File: config.mk
export PLATFORM = sky130hd
export DESIGN_NAME = pifr_top
export DESIGN_NICKNAME = d
export VERILOG_FILES = /design/src/hw/pifr_pkg.sv /design/src/hw/pifr_sticky.sv /design/src/hw/pifr_top.sv
export SDC_FILE = /design/constraint.sdc
export NUM_CORES = 1
export LEC_CHECK = 0
export BUFFER_PORTS_ARGS = -buffer_cell sky130_fd_sc_hd__buf_2
export CAP_MARGIN = 5
export CORE_ASPECT_RATIO = 0.9
export CORE_MARGIN = 2
export CORE_UTILIZATION = 35
export CTS_BUF_LIST = sky130_fd_sc_hd__clkbuf_16
export DETAILED_ROUTE_END_ITERATION = 12
export PLACE_DENSITY = 0.74
export SLEW_MARGIN = 15
export SYNTH_ARGS = -nofsm -noshare
export SYNTH_HDL_FRONTEND = slang
export SYNTH_SLANG_ARGS = --single-unit
File: constraint.sdc
create_clock -name CLK_I -period 1.44 [get_ports CLK_I]
set_clock_uncertainty 0.05 [all_clocks]
set_input_delay 0.072 -clock CLK_I [delete_from_list [all_inputs] [get_ports CLK_I]]
set_output_delay 0.072 -clock CLK_I [all_outputs]
set_load 0.02 [all_outputs]
File: src/hw/pifr_pkg.sv
package pifr_pkg;

  // register bus geometry
  localparam int ADDR_W = 12;
  localparam int DATA_W = 8;
  // width of each peripheral source register folded into a summary flag
  localparam int SRC_W = 8;

  // flag register offsets
  localparam logic [ADDR_W-1:0] PIFR5_OFS = 12'h4B3;
  localparam logic [ADDR_W-1:0] PIFR6_OFS = 12'h4B4;
  localparam logic [ADDR_W-1:0] PIFR7_OFS = 12'h4B5;
  localparam logic [ADDR_W-1:0] PIFR8_OFS = 12'h4B6;
  // interrupt status and mask offsets
  localparam logic [ADDR_W-1:0] ISTAT_OFS = 12'h4C0;
  localparam logic [ADDR_W-1:0] IMASK_OFS = 12'h4C1;

  // reset values
  localparam logic [DATA_W-1:0] FLAG_RST = 8'h00;
  localparam logic [DATA_W-1:0] IMASK_RST = 8'h00;

  // flag register 5 tail, read-only summaries and levels
  localparam int R5_P2PARAM_BIT = 7;
  localparam int R5_S2SUM_BIT = 2;
  localparam int R5_S2TX_BIT = 1;
  localparam int R5_S2RX_BIT = 0;

  // flag register 7 fields
  localparam int R7_P3PARAM_BIT = 7;
  localparam int R7_P3PER_BIT = 6;
  localparam int R7_LC3_BIT = 5;
  localparam int R7_UNUSED_BIT = 4;
  localparam int R7_TWERR_BIT = 3;
  localparam int R7_TWSUM_BIT = 2;
  localparam int R7_TWTX_BIT = 1;
  localparam int R7_TWRX_BIT = 0;

  // flag register 8 fields
  localparam int R8_SCAN_BIT = 7;
  localparam int R8_CC2_BIT = 6;
  localparam int R8_T5G_BIT = 5;
  localparam int R8_T5_BIT = 4;
  localparam int R8_U2SUM_BIT = 3;
  localparam int R8_U2FE_BIT = 2;
  localparam int R8_U2TX_BIT = 1;
  localparam int R8_U2RX_BIT = 0;

  // software-writable (hardware-set) positions per register
  localparam logic [DATA_W-1:0] R6_WMASK = 8'hFF;
  localparam logic [DATA_W-1:0] R7_WMASK = 8'h60;
  localparam logic [DATA_W-1:0] R8_WMASK = 8'hF0;

  // interrupt status bit per flag register
  localparam int IST_R5_BIT = 0;
  localparam int IST_R6_BIT = 1;
  localparam int IST_R7_BIT = 2;
  localparam int IST_R8_BIT = 3;
  localparam int IST_W = 4;

  // one-cycle event pulses from the peripherals
  typedef struct packed {
    logic [DATA_W-1:0] flags6_set;
    logic pulse3_period;
    logic logic_cell3;
    logic twowire1_tx;
    logic twowire1_rx;
    logic twowire1_buf_clear;
    logic mem_scanner;
    logic capcomp2;
    logic timer5_gate;
    logic timer5;
  } pifr_evt_type;

  // level state held inside the peripherals
  typedef struct packed {
    logic [SRC_W-1:0] pulse_unit2_group_irq_reg;
    logic [SRC_W-1:0] serial_if2_irq_reg;
    logic [SRC_W-1:0] pulse_unit3_group_irq_reg;
    logic [SRC_W-1:0] twowire1_error_reg;
    logic [SRC_W-1:0] twowire1_protocol_irq_reg;
    logic [SRC_W-1:0] uart2_general_irq_reg;
    logic [SRC_W-1:0] uart2_error_reg;
    logic serial_if2_tx;
    logic serial_if2_rx;
    logic uart2_tx;
    logic uart2_rx;
  } pifr_src_type;

  // flag register images toward the vectoring logic
  typedef struct packed {
    logic [DATA_W-1:0] periph_irq_flags_5;
    logic [DATA_W-1:0] periph_irq_flags_6;
    logic [DATA_W-1:0] periph_irq_flags_7;
    logic [DATA_W-1:0] periph_irq_flags_8;
  } pifr_flags_type;

endpackage

File: src/hw/pifr_sticky.sv
`timescale 1ns/100ps
`default_nettype none

// bank of hardware-set, software-written flags; non-writable positions stay zero
module pifr_sticky import pifr_pkg::*; #(
  parameter int W = DATA_W,
  parameter logic [W-1:0] WMASK = '1
) (
  // clock and reset
  input wire logic clk_i,
  input wire logic rst_i,
  // hardware set and software write
  input wire logic [W-1:0] set_i,
  input wire logic wr_i,
  input wire logic [W-1:0] wdata_i,
  // flag state
  output logic [W-1:0] q_o
);

  // refuse widths the bank cannot serve, at elaboration
  if (W < 1 || W > DATA_W) begin : g_bad_width
    $error("pifr_sticky: width out of range");
  end

  // one flop per writable position
  for (genvar i = 0; i < W; i++) begin : g_bit
    if (WMASK[i]) begin : g_flag
      logic flag_r;
      logic flag_nxt;
      // a set in the cycle of a zero write wins so no event is lost
      assign flag_nxt = set_i[i] | (wr_i ? wdata_i[i] : flag_r);
      always_ff @(posedge clk_i) begin
        if (rst_i) begin
          flag_r <= FLAG_RST[i];
        end else begin
          flag_r <= flag_nxt;
        end
      end
      assign q_o[i] = flag_r;
    end else begin : g_none
      assign q_o[i] = 1'b0;
    end
  end

endmodule

`default_nettype wire

File: src/hw/pifr_top.sv
// Function
// - flags set on their event regardless of any enable bit
// - hardware-set read/write flags hold one until software writes zero
// - pulse unit 2 parameter flag is read-only, high while its group register nonzero
// - serial interface 2 summary flag read-only, falls once its flag register clears
// - serial interface 2 tx and rx flags read-only, writes cannot change them
// - register six holds dma2, osc1, waveform1, logic cell2, ext irq1 flags
// - register seven layout, bit 4 unused, twowire flags read-only
// - pulse unit 3 parameter flag read-only, clears once group register clears
// - twowire1 error flag read-only, falls once its error register clears
// - twowire1 summary flag read-only, falls once protocol register clears
// - twowire1 tx and rx flags read-only, cleared by buffer clear bit
// - register eight layout, upper nibble writable, lower nibble read-only
// - uart2 summary flag read-only, falls once general register clears
// - uart2 framing flag read-only, falls once error register clears
// - uart2 tx and rx flags read-only, writes cannot change them
`timescale 1ns/100ps
`default_nettype none

module pifr_top import pifr_pkg::*; (
  // clock and reset
  input wire logic CLK_I,
  input wire logic SYS_RST_I,
  // register port
  input wire logic [ADDR_W-1:0] ADDR_I,
  input wire logic [DATA_W-1:0] WDATA_I,
  input wire logic WR_I,
  input wire logic RD_I,
  output logic [DATA_W-1:0] RDATA_O,
  // peripheral side
  input wire pifr_evt_type EVT_I,
  input wire pifr_src_type SRC_I,
  // flag images and interrupt
  output var pifr_flags_type FLAGS_O,
  output logic IRQ_O
);

  // address decode
  wire hit5 = (ADDR_I == PIFR5_OFS);
  wire hit6 = (ADDR_I == PIFR6_OFS);
  wire hit7 = (ADDR_I == PIFR7_OFS);
  wire hit8 = (ADDR_I == PIFR8_OFS);
  wire hit_stat = (ADDR_I == ISTAT_OFS);
  wire hit_mask = (ADDR_I == IMASK_OFS);
  // register 5 has no writable bit, so its writes go nowhere
  wire wr6 = WR_I & hit6;
  wire wr7 = WR_I & hit7;
  wire wr8 = WR_I & hit8;
  wire wr_mask = WR_I & hit_mask;
  wire rd_stat = RD_I & hit_stat;

  // hardware-set vectors placed at their bit positions
  logic [DATA_W-1:0] set7;
  logic [DATA_W-1:0] set8;
  always_comb begin
    set7 = '0;
    set7[R7_P3PER_BIT] = EVT_I.pulse3_period;
    set7[R7_LC3_BIT] = EVT_I.logic_cell3;
    set8 = '0;
    set8[R8_SCAN_BIT] = EVT_I.mem_scanner;
    set8[R8_CC2_BIT] = EVT_I.capcomp2;
    set8[R8_T5G_BIT] = EVT_I.timer5_gate;
    set8[R8_T5_BIT] = EVT_I.timer5;
  end

  logic [DATA_W-1:0] r6_q;
  logic [DATA_W-1:0] r7_q;
  logic [DATA_W-1:0] r8_q;

  pifr_sticky #(.W(DATA_W), .WMASK(R6_WMASK)) u_flags6 (
    .clk_i(CLK_I),
    .rst_i(SYS_RST_I),
    .set_i(EVT_I.flags6_set),
    .wr_i(wr6),
    .wdata_i(WDATA_I),
    .q_o(r6_q)
  );

  // only bits 6 and 5 take writes
  pifr_sticky #(.W(DATA_W), .WMASK(R7_WMASK)) u_flags7 (
    .clk_i(CLK_I),
    .rst_i(SYS_RST_I),
    .set_i(set7),
    .wr_i(wr7),
    .wdata_i(WDATA_I),
    .q_o(r7_q)
  );

  // only the upper nibble takes writes
  pifr_sticky #(.W(DATA_W), .WMASK(R8_WMASK)) u_flags8 (
    .clk_i(CLK_I),
    .rst_i(SYS_RST_I),
    .set_i(set8),
    .wr_i(wr8),
    .wdata_i(WDATA_I),
    .q_o(r8_q)
  );

  // read-only flags mirror peripheral state one cycle late
  logic [DATA_W-1:0] ro5_r;
  logic [DATA_W-1:0] ro5_nxt;
  logic [DATA_W-1:0] ro7_r;
  logic [DATA_W-1:0] ro7_nxt;
  logic [DATA_W-1:0] ro8_r;
  logic [DATA_W-1:0] ro8_nxt;
  always_comb begin
    ro5_nxt = '0;
    ro5_nxt[R5_P2PARAM_BIT] = |SRC_I.pulse_unit2_group_irq_reg;
    ro5_nxt[R5_S2SUM_BIT] = |SRC_I.serial_if2_irq_reg;
    ro5_nxt[R5_S2TX_BIT] = SRC_I.serial_if2_tx;
    ro5_nxt[R5_S2RX_BIT] = SRC_I.serial_if2_rx;
    ro7_nxt = '0;
    ro7_nxt[R7_P3PARAM_BIT] = |SRC_I.pulse_unit3_group_irq_reg;
    ro7_nxt[R7_TWERR_BIT] = |SRC_I.twowire1_error_reg;
    ro7_nxt[R7_TWSUM_BIT] = |SRC_I.twowire1_protocol_irq_reg;
    // held until buffer clear, a new event wins
    ro7_nxt[R7_TWTX_BIT] = EVT_I.twowire1_tx |
                           (ro7_r[R7_TWTX_BIT] & ~EVT_I.twowire1_buf_clear);
    ro7_nxt[R7_TWRX_BIT] = EVT_I.twowire1_rx |
                           (ro7_r[R7_TWRX_BIT] & ~EVT_I.twowire1_buf_clear);
    ro8_nxt = '0;
    ro8_nxt[R8_U2SUM_BIT] = |SRC_I.uart2_general_irq_reg;
    ro8_nxt[R8_U2FE_BIT] = |SRC_I.uart2_error_reg;
    ro8_nxt[R8_U2TX_BIT] = SRC_I.uart2_tx;
    ro8_nxt[R8_U2RX_BIT] = SRC_I.uart2_rx;
  end

  always_ff @(posedge CLK_I) begin
    if (SYS_RST_I) begin
      ro5_r <= FLAG_RST;
      ro7_r <= FLAG_RST;
      ro8_r <= FLAG_RST;
    end else begin
      ro5_r <= ro5_nxt;
      ro7_r <= ro7_nxt;
      ro8_r <= ro8_nxt;
    end
  end

  // full register images; writable and read-only positions never overlap
  wire [DATA_W-1:0] f5 = ro5_r;
  wire [DATA_W-1:0] f6 = r6_q;
  wire [DATA_W-1:0] f7 = r7_q | ro7_r;
  wire [DATA_W-1:0] f8 = r8_q | ro8_r;

  // a register raises its status bit when any of its flags rises
  logic [DATA_W-1:0] prev5_r;
  logic [DATA_W-1:0] prev6_r;
  logic [DATA_W-1:0] prev7_r;
  logic [DATA_W-1:0] prev8_r;
  logic [IST_W-1:0] rise;
  always_comb begin
    rise = '0;
    rise[IST_R5_BIT] = |(f5 & ~prev5_r);
    rise[IST_R6_BIT] = |(f6 & ~prev6_r);
    rise[IST_R7_BIT] = |(f7 & ~prev7_r);
    rise[IST_R8_BIT] = |(f8 & ~prev8_r);
  end

  // status clears on read, but a rise in that same cycle survives
  logic [IST_W-1:0] istat_r;
  logic [IST_W-1:0] istat_nxt;
  logic [IST_W-1:0] imask_r;
  logic [IST_W-1:0] imask_nxt;
  assign istat_nxt = (rd_stat ? '0 : istat_r) | rise;
  assign imask_nxt = wr_mask ? WDATA_I[IST_W-1:0] : imask_r;

  always_ff @(posedge CLK_I) begin
    if (SYS_RST_I) begin
      prev5_r <= FLAG_RST;
      prev6_r <= FLAG_RST;
      prev7_r <= FLAG_RST;
      prev8_r <= FLAG_RST;
      istat_r <= '0;
      imask_r <= IMASK_RST[IST_W-1:0];
    end else begin
      prev5_r <= f5;
      prev6_r <= f6;
      prev7_r <= f7;
      prev8_r <= f8;
      istat_r <= istat_nxt;
      imask_r <= imask_nxt;
    end
  end

  // read selection; unmapped addresses read zero
  wire [DATA_W-1:0] stat_word = {{(DATA_W-IST_W){1'b0}}, istat_r};
  wire [DATA_W-1:0] mask_word = {{(DATA_W-IST_W){1'b0}}, imask_r};
  wire [DATA_W-1:0] rd_mux = hit5 ? f5 :
                             hit6 ? f6 :
                             hit7 ? f7 :
                             hit8 ? f8 :
                             hit_stat ? stat_word :
                             hit_mask ? mask_word : '0;

  // output flops; read data stand only in the cycle after the strobe
  logic [DATA_W-1:0] rdata_r;
  logic irq_r;
  pifr_flags_type flags_r;
  always_ff @(posedge CLK_I) begin
    if (SYS_RST_I) begin
      rdata_r <= '0;
      irq_r <= 1'b0;
      flags_r <= '0;
    end else begin
      rdata_r <= RD_I ? rd_mux : '0;
      irq_r <= |(istat_nxt & imask_nxt);
      flags_r <= {f5, f6, f7, f8};
    end
  end
  assign RDATA_O = rdata_r;
  assign IRQ_O = irq_r;
  assign FLAGS_O = flags_r;
endmodule

`default_nettype wire

==> results of run 1 <==
[metal layers]
metal	GRT usage, %	wire length, um
met5	0	0
met4	4.110	95
met3	5.988	574
met2	35.64	4570
met1	24.25	3959
[power by group through the flow]
| stage | Sequential, mW | Clock [mW] | Combinational [mW] |
|---|---|---|---|
| 6_report | 2.13 | 2.08 | 0.698 |
| 5_1_grt | 2.15 | 2.21 | 0.759 |
| 4_1_cts | 2.13 | 2.11 | 0.652 |
| 3_5_place_dp | 2.17 | 0 | 0.545 |
| 3_3_place_gp | 2.17 | 0 | 0.539 |
| 2_1_floorplan | 2.20 | 0 | 0.241 |
[final cells by class]
type	count	share of cell area [%]
sequential	71	30.08
tap	99	2.621
timing repair buffer	210	28.86
clock inverter	7	1.191
multi-input combinational	197	29.71
clock buffer	9	4.766
inverter	35	2.780
[worst register-to-register path, cell delays in order (launching register included)]
cell	delay [ns]
dfxtp_1	0.33
nand2b_4	0.14
o2111ai_4	0.15
a2111oi_4	0.38
o22a_1	0.18
a21oi_1	0.07
[metrics by stage]
step / instances / utilization [%] / setup slack, ns / cell area [um2] / hold WS [ns]
detailed placement: 561 / 47.23 / -0.2933 / 3792 / 0.2360
CTS: 632 / 57.60 / 0.008546 / 4624 / 0.004317
global placement: 561 / 47.23 / -0.2420 / 3792 / 0.2321
global route: 628 / 58.86 / -0.05128 / 4726 / 0.001408
finish: 628 / 58.86 / 0.002390 / 4726 / -0.05003
floorplan: 320 / - / -0.01152 / 2907 / 0.1394
[kinds of logic after synthesis]
family          share of synthesized area [%]
buf+inv                                 7.702
simple gates                            19.69
other cells                            0.1297
compound gates                          13.98
flops                                   49.16
mux                                     9.347
[worst max-delay path by stage]
stage	startpoint	endpoint	slack, ns	cells after the start
CTS	ADDR_I[9]	u_flags6.g_bit[3].g_flag.flag_r	0.009	6
floorplan	ADDR_I[9]	IRQ_O	-0.01	5
global route	ADDR_I[9]	IRQ_O	-0.05	6
global placement	ADDR_I[9]	IRQ_O	-0.24	6
finish	FLAGS_O[19]	IRQ_O	0.002	5
detailed placement	ADDR_I[9]	IRQ_O	-0.29	6
[cells in the mapped netlist, drive strengths merged]
cell	instances	area share, %
nand4b	1	0.30
mux2i	27	9.3
nor2	40	5.2
a31oi	3	0.65
a2bb2oi	1	0.30
a21oi	27	4.7
o2111ai	2	0.61
nand2b	8	1.7
nand3	3	0.69
and4b	2	0.74
o22a	2	0.61
o22ai	8	1.7
nor3	5	0.87
and4bb	1	0.43
nor3b	1	0.26
and3b	1	0.30
a221o	1	0.35
nor2b	14	3.0
nand2	6	0.78
buf	13	2.6
a221oi	1	0.30
o21ai	7	1.2
inv	35	4.5
nor4b	1	0.82
a211o	2	0.61
nand4	3	0.87
o221ai	1	0.30
a211oi	3	0.78
a2111oi	3	1.6
clkbuf	4	0.52
nor4	14	3.0
a311oi	1	0.30
and2	3	0.65
dfxtp	71	49
conb	1	0.13
[sequential cells by signal, summed over array words and instances (netlist names)]
signal,flops
FLAGS_O,27
IRQ_O,1
RDATA_O,8
f5,4
imask_r,4
istat_r,4
ro7_r,5
ro8_r,4
u_flags6.g_bit.g_flag.flag_r,8
u_flags7.g_bit.g_flag.flag_r,2
u_flags8.g_bit.g_flag.flag_r,4
[what timing repair did]
item,CTS,global route
gates cloned,0,0
endpoints found under the hold margin,27,1
endpoints found under the setup margin,1,14
gates resized for setup,0,18
pin swaps,1,6
hold buffers,55,1
==> reports/qor.txt, run 1 <==
Clock Tree Root = clkbuf_16
synth unique cells = 42
Crit. End Element = flip-flop
R2R Setup Slk = 0.002 ns
routed vias/inst = 4.734
clock sinks = 71
DP HPWL = 6475 um
Die ar. = 9006 um2
Starting Density = 36.01%
drt pass-1 iters = 4
GP Congestion = 0.9309
Tmin final = 1.438 ns
Synth Cell Area = 2892 um2
port buffer count = 136
crit path buf inv count = 0
Crit path max-delay family = compound AO/OA/AOI/OAI gates
worst flop-to-flop path endpoint = IRQ_O
Hold Path Cell Cnt = 3
power density over the cells = 1039 nW/um2
Clk pwr share = 42.3%
clock buffer depth = 2
LEAKAGE = 2.358 nW
Post-Synthesis Mean Instance Area = 9.150 um2
final setup fails = 0
kind of critical path = flip-flop to flip-flop
H-tree Lvls = 3
Syn Inst Count = 316
GR Overflow Total = 0
number of global-route vias before repair = 3003
Core Rows = 31
Final #Nets = 625
Vias = 2973
global-route usage over all layers = 20.20%
crit path max fanout = 2
Sw Share = 24.04%
commonest non-fill, non-tap cell in the layout = buf_2
R2R depth = 5
CP max stage delay = 0.38 ns
largest net degree at the start of global routing = 64
RSZ-0062 raised after global routing = yes
n_diodes = 0
failing checks = negative hold slack
Startpoint Class = flip-flop
Slew headroom = 56.74%
Core ar. = 8029 um2
Post-CTS Setup Inserts = 0
hold-critical path endpoint = f5[7]
Fillers = 690
Die H = 90.23 um
Routed WL = 9200 um
register share of total power = 43.5%
#FFs+latches synth = 71
CTS tree = yes
crit path DAT = 1.56 ns
Layout area overhead = 63.44%
latest clock arrival within the worst-skew pair = 0.32 ns
YS warnings = 0
total CTS buffers = 9
Final Hold Fails = 4
reg2reg start = FLAGS_O[19]
IO Count = 142
Psw = 1.181 mW
Residual DRC = 0
most frequent cells in the layout = buf_2 (136), dfxtp_1 (71), dlygate4sd3_1 (51)
status = finished with violations
Data required, critical path = 1.57 ns
share of layout cells above drive strength 1 = 36.48%
sequential area share after synthesis = 49.16%
ANT nets after route = 0
Comb pwr share = 14.2%
Die X = 99.81 um
Hold Path Origin = SRC_I[59]
Worst Tran Pin Value = 0.6489 ns
FF/Latch Area = 1421 um2
cell internal pwr = 3.731 mW
fin crit share = 99.83%
maximum VDD drop = 0.0006592 V
worst hold margin = -0.05003 ns
achievable frequency = 695.6 MHz
clock transition at the registers of the reported paths = 0.06 ns
Pwr Total = 4.912 mW
HP Class = input pin to flip-flop
MaxCap Viol Count = 0
drt wl/cell = 14.65 um
first-pass GRT wire length = 14200 um
CP Cell Sequence = nand2b_4 -> o2111ai_4 -> a2111oi_4 -> o22a_1 -> a21oi_1
initial antenna violation count = 0
area of the multi-input gates = 1404 um2
fin. max-slew vios = 0
Initial DRC Count = 124
Worst path slowest cell = a2111oi_4
Fin Setup TNS = 0 ns
No activity file was read; power rests on OpenSTA's default activity.
==> run 2, diff against run 1 <==
==> constraint.sdc (replaced) <==
create_clock -name CLK_I -period 1.44 [get_ports CLK_I]
set_clock_uncertainty 0.05 [all_clocks]
set_input_delay 0.216 -clock CLK_I [delete_from_list [all_inputs] [get_ports CLK_I]]
set_output_delay 0.216 -clock CLK_I [all_outputs]
set_load 0.02 [all_outputs]
==> run 2 against run 1 <==
Net effect:
- the flow finishes with violations (negative setup slack)
- critical path type is now input pin to flip-flop
- final cell count shrank 7.2%
- register-to-register slack gained 0.02 ns
- sequential cell count is the same
- combinational power shrank 15%
- largest cell class unchanged
- non-clock buffer count shrank 44
- highest routed layer unchanged
- clock power grew 11%
- maximum frequency shrank 4.7%
- global-route usage shrank 0.57 points
==> reports/qor.txt, run 2 (synthesis gave the netlist of run 1 again) <==
DP HPWL = 6411 um (-0.98%)
Residual DRC = 0 (unchanged)
global-route usage over all layers = 19.63% (-0.57 points)
Starting Density = 36.01% (unchanged)
H-tree Lvls = 3 (unchanged)
MaxCap Viol Count = 0 (unchanged)
Initial DRC Count = 99 (-20%)
power density over the cells = 1152 nW/um2 (+11%)
clock buffer depth = 2 (unchanged)
Layout area overhead = 51.06%
Routed WL = 8836 um (-4.0%)
number of global-route vias before repair = 2830 (-5.8%)
first-pass GRT wire length = 13700 um (-3.5%)
LEAKAGE = 2.151 nW (-8.8%)
most frequent cells in the layout = buf_2 (134), dfxtp_1 (71), nor2_1 (40)
Final Hold Fails = 0 (-4)
Crit. End Element = flip-flop
Data required, critical path = 1.58 ns (about the same)
Core ar. = 8029 um2 (unchanged)
Tmin final = 1.509 ns (+0.07142 ns)
Worst Tran Pin Value = 0.6502 ns (+0.001314 ns)
Cell Count, Final, Fillers Out = 583 (-7.2%)
failing checks = negative setup slack
IO Count = 142 (unchanged)
DP Worst Slack = -0.4934 ns (-0.2001 ns)
GR Overflow Total = 0 (unchanged)
initial antenna violation count = 0 (unchanged)
GP Congestion = 0.8574 (-7.9%)
commonest non-fill, non-tap cell in the layout = buf_2
Sw Share = 23.77% (-0.27 points)
achievable frequency = 662.7 MHz (-4.7%)
Comb pwr share = 11.8% (-2.4 points)
worst hold margin = 0.04708 ns (+0.09711 ns)
HP Class = input pin to flip-flop
crit path max fanout = 4 (+2)
crit path DAT = 1.65 ns (+0.09 ns)
Die ar. = 9006 um2 (unchanged)
ANT nets after route = 0 (unchanged)
register share of total power = 42.3% (-1.2 points)
Final Worst Setup Slack = -0.06903 ns (-0.07142 ns)
share of layout cells above drive strength 1 = 42.15% (+5.7 points)
drt pass-1 iters = 4 (unchanged)
n_diodes = 0 (unchanged)
port buffer count = 136 (unchanged)
Final #Nets = 581 (-7.0%)
latest clock arrival within the worst-skew pair = 0.33 ns (about the same)
final setup fails = 2 (+2)
drt wl/cell = 15.16 um (+3.5%)
Die X = 99.81 um (unchanged)
Clk pwr share = 45.9% (+3.6 points)
clock transition at the registers of the reported paths = 0.06 ns (about the same)
status = finished with violations
maximum VDD drop = 0.0005341 V (-19%)
Startpoint Class = input pin
Slew headroom = 56.65% (-0.088 points)
fin crit share = 104.8% (+5.0 points)
cell area after layout = 4368 um2 (-7.6%)
cell internal pwr = 3.836 mW (+2.8%)
clock sinks = 71 (unchanged)
Clock Tree Root = clkbuf_16
Post-CTS Hold Buffers = 0 (-100%)
Psw = 1.197 mW (+1.3%)
routed vias/inst = 4.849 (+2.4%)
Die H = 90.23 um (unchanged)
Post-Place Cell Area = 3835 um2 (+1.1%)
largest net degree at the start of global routing = 64 (unchanged)
CTS tree = yes
total CTS buffers = 9 (unchanged)
fin. max-slew vios = 0 (unchanged)
RSZ-0062 raised after global routing = yes
max FFs per register = 27 (unchanged)
Core Rows = 31 (unchanged)
placed cell count = 563 (+0.36%)
Fin Setup TNS = -0.07452 ns (-0.07452 ns)
kind of critical path = input pin to flip-flop
Vias = 2827 (-4.9%)
[run 2: cell types whose count changed in the layout (fill, tap and decap cells not counted), sizes merged]
cell | before | now
clkinv | 4 | 1
clkinvlp | 0 | 2
dlygate4sd3 | 51 | 0
inv | 37 | 36
bufinv | 1 | 2
buf | 159 | 166
[run 2: cell type report]
type                            count  area [um2]
Fill cell                         743        3661
Sequential cell                    71        1421
Multi-Input combinational cell    197        1420
Timing Repair Buffer              166       958.4
Clock buffer                        9       225.2
Inverter                           35       131.4
Tap cell                           99       123.9
Clock inverter                      6       87.58
[run 2: final timing paths]
path | depth (start not counted) | slack [ns] | start | endpoint
worst max-delay path | 7 | -0.07 | ADDR_I[8] | IRQ_O
worst min-delay path | 2 | 0.05 | SRC_I[1] | ro8_r[1]
worst min register to register | 2 | 0.41 | ro8_r[2] | FLAGS_O[2]
worst max register to register | 5 | 0.02 | ro7_r[0] | IRQ_O
[run 2: critical path, stage by stage]
cell,delay [ns]
buf_6,0.09
nor4b_4,0.31
buf_4,0.18
nand4_4,0.19
a2111oi_4,0.38
o22a_1,0.21
a21oi_1,0.06
[run 2: metrics by stage]
| stage | total power, mW | utilization, % |
|---|---|---|
| 4_1_cts | 5.052 | 52.91 |
| 2_1_floorplan | 2.439 | - |
| 6_report | 5.033 | 54.40 |
| 3_3_place_gp | 2.711 | 47.76 |
| 3_5_place_dp | 2.725 | 47.76 |
| 5_1_grt | 5.240 | 54.40 |
[run 2: power by group through the flow]
stage | sequential (mW) | combinational, mW | clock (mW)
global route | 2.14 | 0.654 | 2.45
finish | 2.13 | 0.596 | 2.31
floorplan | 2.20 | 0.242 | 0
CTS | 2.13 | 0.581 | 2.34
detailed placement | 2.17 | 0.558 | 0
global placement | 2.17 | 0.545 | 0
[run 2: layer usage]
metal | up-vias | track usage (%) | part of all wire (%)
li1 | 1413 | - | -
met1 | 1285 | 23.32 | 41
met2 | 111 | 33.16 | 49
met3 | 18 | 5.910 | 7.7
met4 | 0 | 7.420 | 2.2
met5 | - | 0 | 0
[run 2: what timing repair did]
| item | in CTS | in global routing |
|---|---|---|
| gates resized for setup | 8 | 20 |
| buffers inserted | 0 | 4 |
| gates cloned | 1 | 0 |
| setup endpoints to repair | 9 | 23 |
| pin swaps | 11 | 12 |
==> run 3, diff against run 2 <==
- CORE_ASPECT_RATIO: 0.9 -> default
==> run 3 against run 2 <==
Net effect:
- the flow still finishes with violations (negative setup slack)
- count of clock-buffer cells in the layout did not move
- first-iteration DRC count rose by 8.1%
- routed wire length fell by 6.1%
- critical path depth did not move
- die area barely moved
- global-route usage fell by 1.2 points
- hold slack improved by 0.0013 ns
- highest routed layer unchanged
==> reports/qor.txt, run 3 (synthesis gave the netlist of run 1 again) <==
crit path buf inv count = 2 (unchanged)
Tmin final = 1.514 ns (+0.004819 ns)
Die ar. = 9004 um2 (about the same)
Cell Count, Final, Fillers Out = 587 (+0.69%)
Post-Place Cell Area = 3842 um2 (+0.20%)
CP max stage delay = 0.37 ns (about the same)
Vias = 2788 (-1.4%)
Crit path max-delay family = compound AO/OA/AOI/OAI gates
total CTS buffers = 9 (unchanged)
FF/Latch Area = 1421 um2 (unchanged)
Final #Nets = 578 (-0.52%)
Data required, critical path = 1.57 ns (about the same)
Slew headroom = 56.70% (about the same)
status = finished with violations
Clk pwr share = 44.1% (-1.8 points)
GR Overflow Total = 0 (unchanged)
area of the multi-input gates = 1371 um2 (-3.4%)
DP Worst Slack = -0.4714 ns (+0.02204 ns)
worst hold margin = 0.04834 ns (+0.001264 ns)
register share of total power = 44.0% (+1.7 points)
maximum VDD drop = 0.0005125 V (-4.0%)
kind of critical path = input pin to flip-flop
Core Rows = 33 (+6.5%)
largest net degree at the start of global routing = 64 (unchanged)
RSZ-0062 raised after global routing = yes
share of layout cells above drive strength 1 = 39.63% (-2.5 points)
latest clock arrival within the worst-skew pair = 0.33 ns (about the same)
Worst path slowest cell = a2111oi_4
number of global-route vias before repair = 2624 (-7.3%)
Psw = 1.184 mW (-1.0%)
met1 GRT Util = 23.65% (+0.33 points)
Layout area overhead = 47.17%
MaxCap Viol Count = 0 (unchanged)
Final Worst Setup Slack = -0.07385 ns (-0.004819 ns)
final setup fails = 5 (+3)
initial antenna violation count = 0 (unchanged)
clock sinks = 71 (unchanged)
max FFs per register = 27 (unchanged)
HP Class = input pin to flip-flop
GP Congestion = 0.8363 (-2.5%)
Startpoint Class = input pin
Pwr Total = 4.835 mW (-3.9%)
clock transition at the registers of the reported paths = 0.05 ns (about the same)
met3 Use GR = 4.948% (-0.96 points)
port buffer count = 136 (unchanged)
Starting Density = 35.73% (-0.28 points)
power density over the cells = 1136 nW/um2 (-1.4%)
Die X = 94.89 um (-4.9%)
placed cell count = 569 (+1.1%)
Initial DRC Count = 107 (+8.1%)
Residual DRC = 0 (unchanged)
global-route usage over all layers = 18.47% (-1.2 points)
Die H = 94.89 um (+5.2%)
failing checks = negative setup slack
crit path max fanout = 4 (unchanged)
Fin Setup TNS = -0.08641 ns (-0.01189 ns)
GRT busiest layer = met2
Worst Tran Pin Value = 0.6495 ns (-0.0007793 ns)
Sw Share = 24.49% (+0.71 points)
clock buffer depth = 2 (unchanged)
CP Cell Sequence = buf_6 -> nor4b_4 -> buf_4 -> nand4_4 -> a2111oi_4 -> o22a_1 -> a21oi_1
fin crit share = 105.1% (+0.33 points)
ANT nets after route = 0 (unchanged)
drt wl/cell = 14.13 um (-6.8%)
n_diodes = 0 (unchanged)
fin. max-slew vios = 0 (unchanged)
Core ar. = 8093 um2 (+0.79%)
DP HPWL = 6306 um (-1.6%)
routed vias/inst = 4.750 (-2.1%)
Comb pwr share = 11.9% (about the same)
IO Count = 142 (unchanged)
Fillers = 785 (+5.7%)
crit path DAT = 1.64 ns (about the same)
Clock Tree Root = clkbuf_16
final core area utilization = 52.58% (-1.8 points)
cell area after layout = 4255 um2 (-2.6%)
drt pass-1 iters = 4 (unchanged)
achievable frequency = 660.6 MHz (-0.32%)
met2 usage = 30.08% (-3.1 points)
Final Hold Fails = 0 (unchanged)
commonest non-fill, non-tap cell in the layout = buf_2
LEAKAGE = 2.127 nW (-1.1%)
CTS tree = yes
Routed WL = 8293 um (-6.1%)
first-pass GRT wire length = 12650 um (-7.7%)
cell internal pwr = 3.651 mW (-4.8%)
most frequent cells in the layout = buf_2 (134), dfxtp_1 (71), nor2_1 (40)
H-tree Lvls = 3 (unchanged)
Crit. End Element = flip-flop
-- run 3: worst reg2reg max path, stage by stage, from the launching register on --
cell,delay (ns)
dfxtp_1,0.32
nand2b_1,0.10
o221ai_1,0.17
a2111oi_4,0.38
o22a_1,0.21
a21oi_1,0.06
-- run 3: power groups by stage --
| stage | clock network, mW | logic (mW) | registers [mW] |
|---|---|---|---|
| after CTS | 2.17 | 0.564 | 2.13 |
| final | 2.13 | 0.573 | 2.13 |
| after detailed placement | 0 | 0.550 | 2.17 |
| after global placement | 0 | 0.543 | 2.17 |
| after floorplan | 0 | 0.242 | 2.20 |
| after global routing | 2.27 | 0.631 | 2.14 |
-- run 3: path summary, 6_finish.rpt --
kind | startpoint | to | slack [ns] | cells past startpoint
max reg2reg | FLAGS_O[13] | IRQ_O | -0.01 | 5
max | ADDR_I[8] | IRQ_O | -0.07 | 7
min | EVT_I[5] | ro7_r[0] | 0.05 | 3
min reg2reg | f5[7] | FLAGS_O[31] | 0.41 | 2
-- run 3: layer usage --
layer	vias to the layer above	wire [um]	share of wire, %
met3	12	440	5.3
met2	89	4087	49
met5	-	0	0
met4	0	139	1.7
met1	1279	3626	44
li1	1408	-	-
-- run 3: layout make-up --
type | instances | share of cell area (%)
Clock inverter | 7 | 1.470
Clock buffer | 9 | 5.293
Multi-Input combinational cell | 197 | 32.23
Sequential cell | 71 | 33.40
Tap cell | 105 | 3.087
Inverter | 35 | 3.087
Timing Repair Buffer | 163 | 21.43
-- run 3: timing repair --
item	in CTS	in global routing
endpoints found under the setup margin	11	22
pin swaps	7	8
resized for setup	5	10
endpoints found under the hold margin	0	0
setup buffers	0	2
hold buffers	0	0
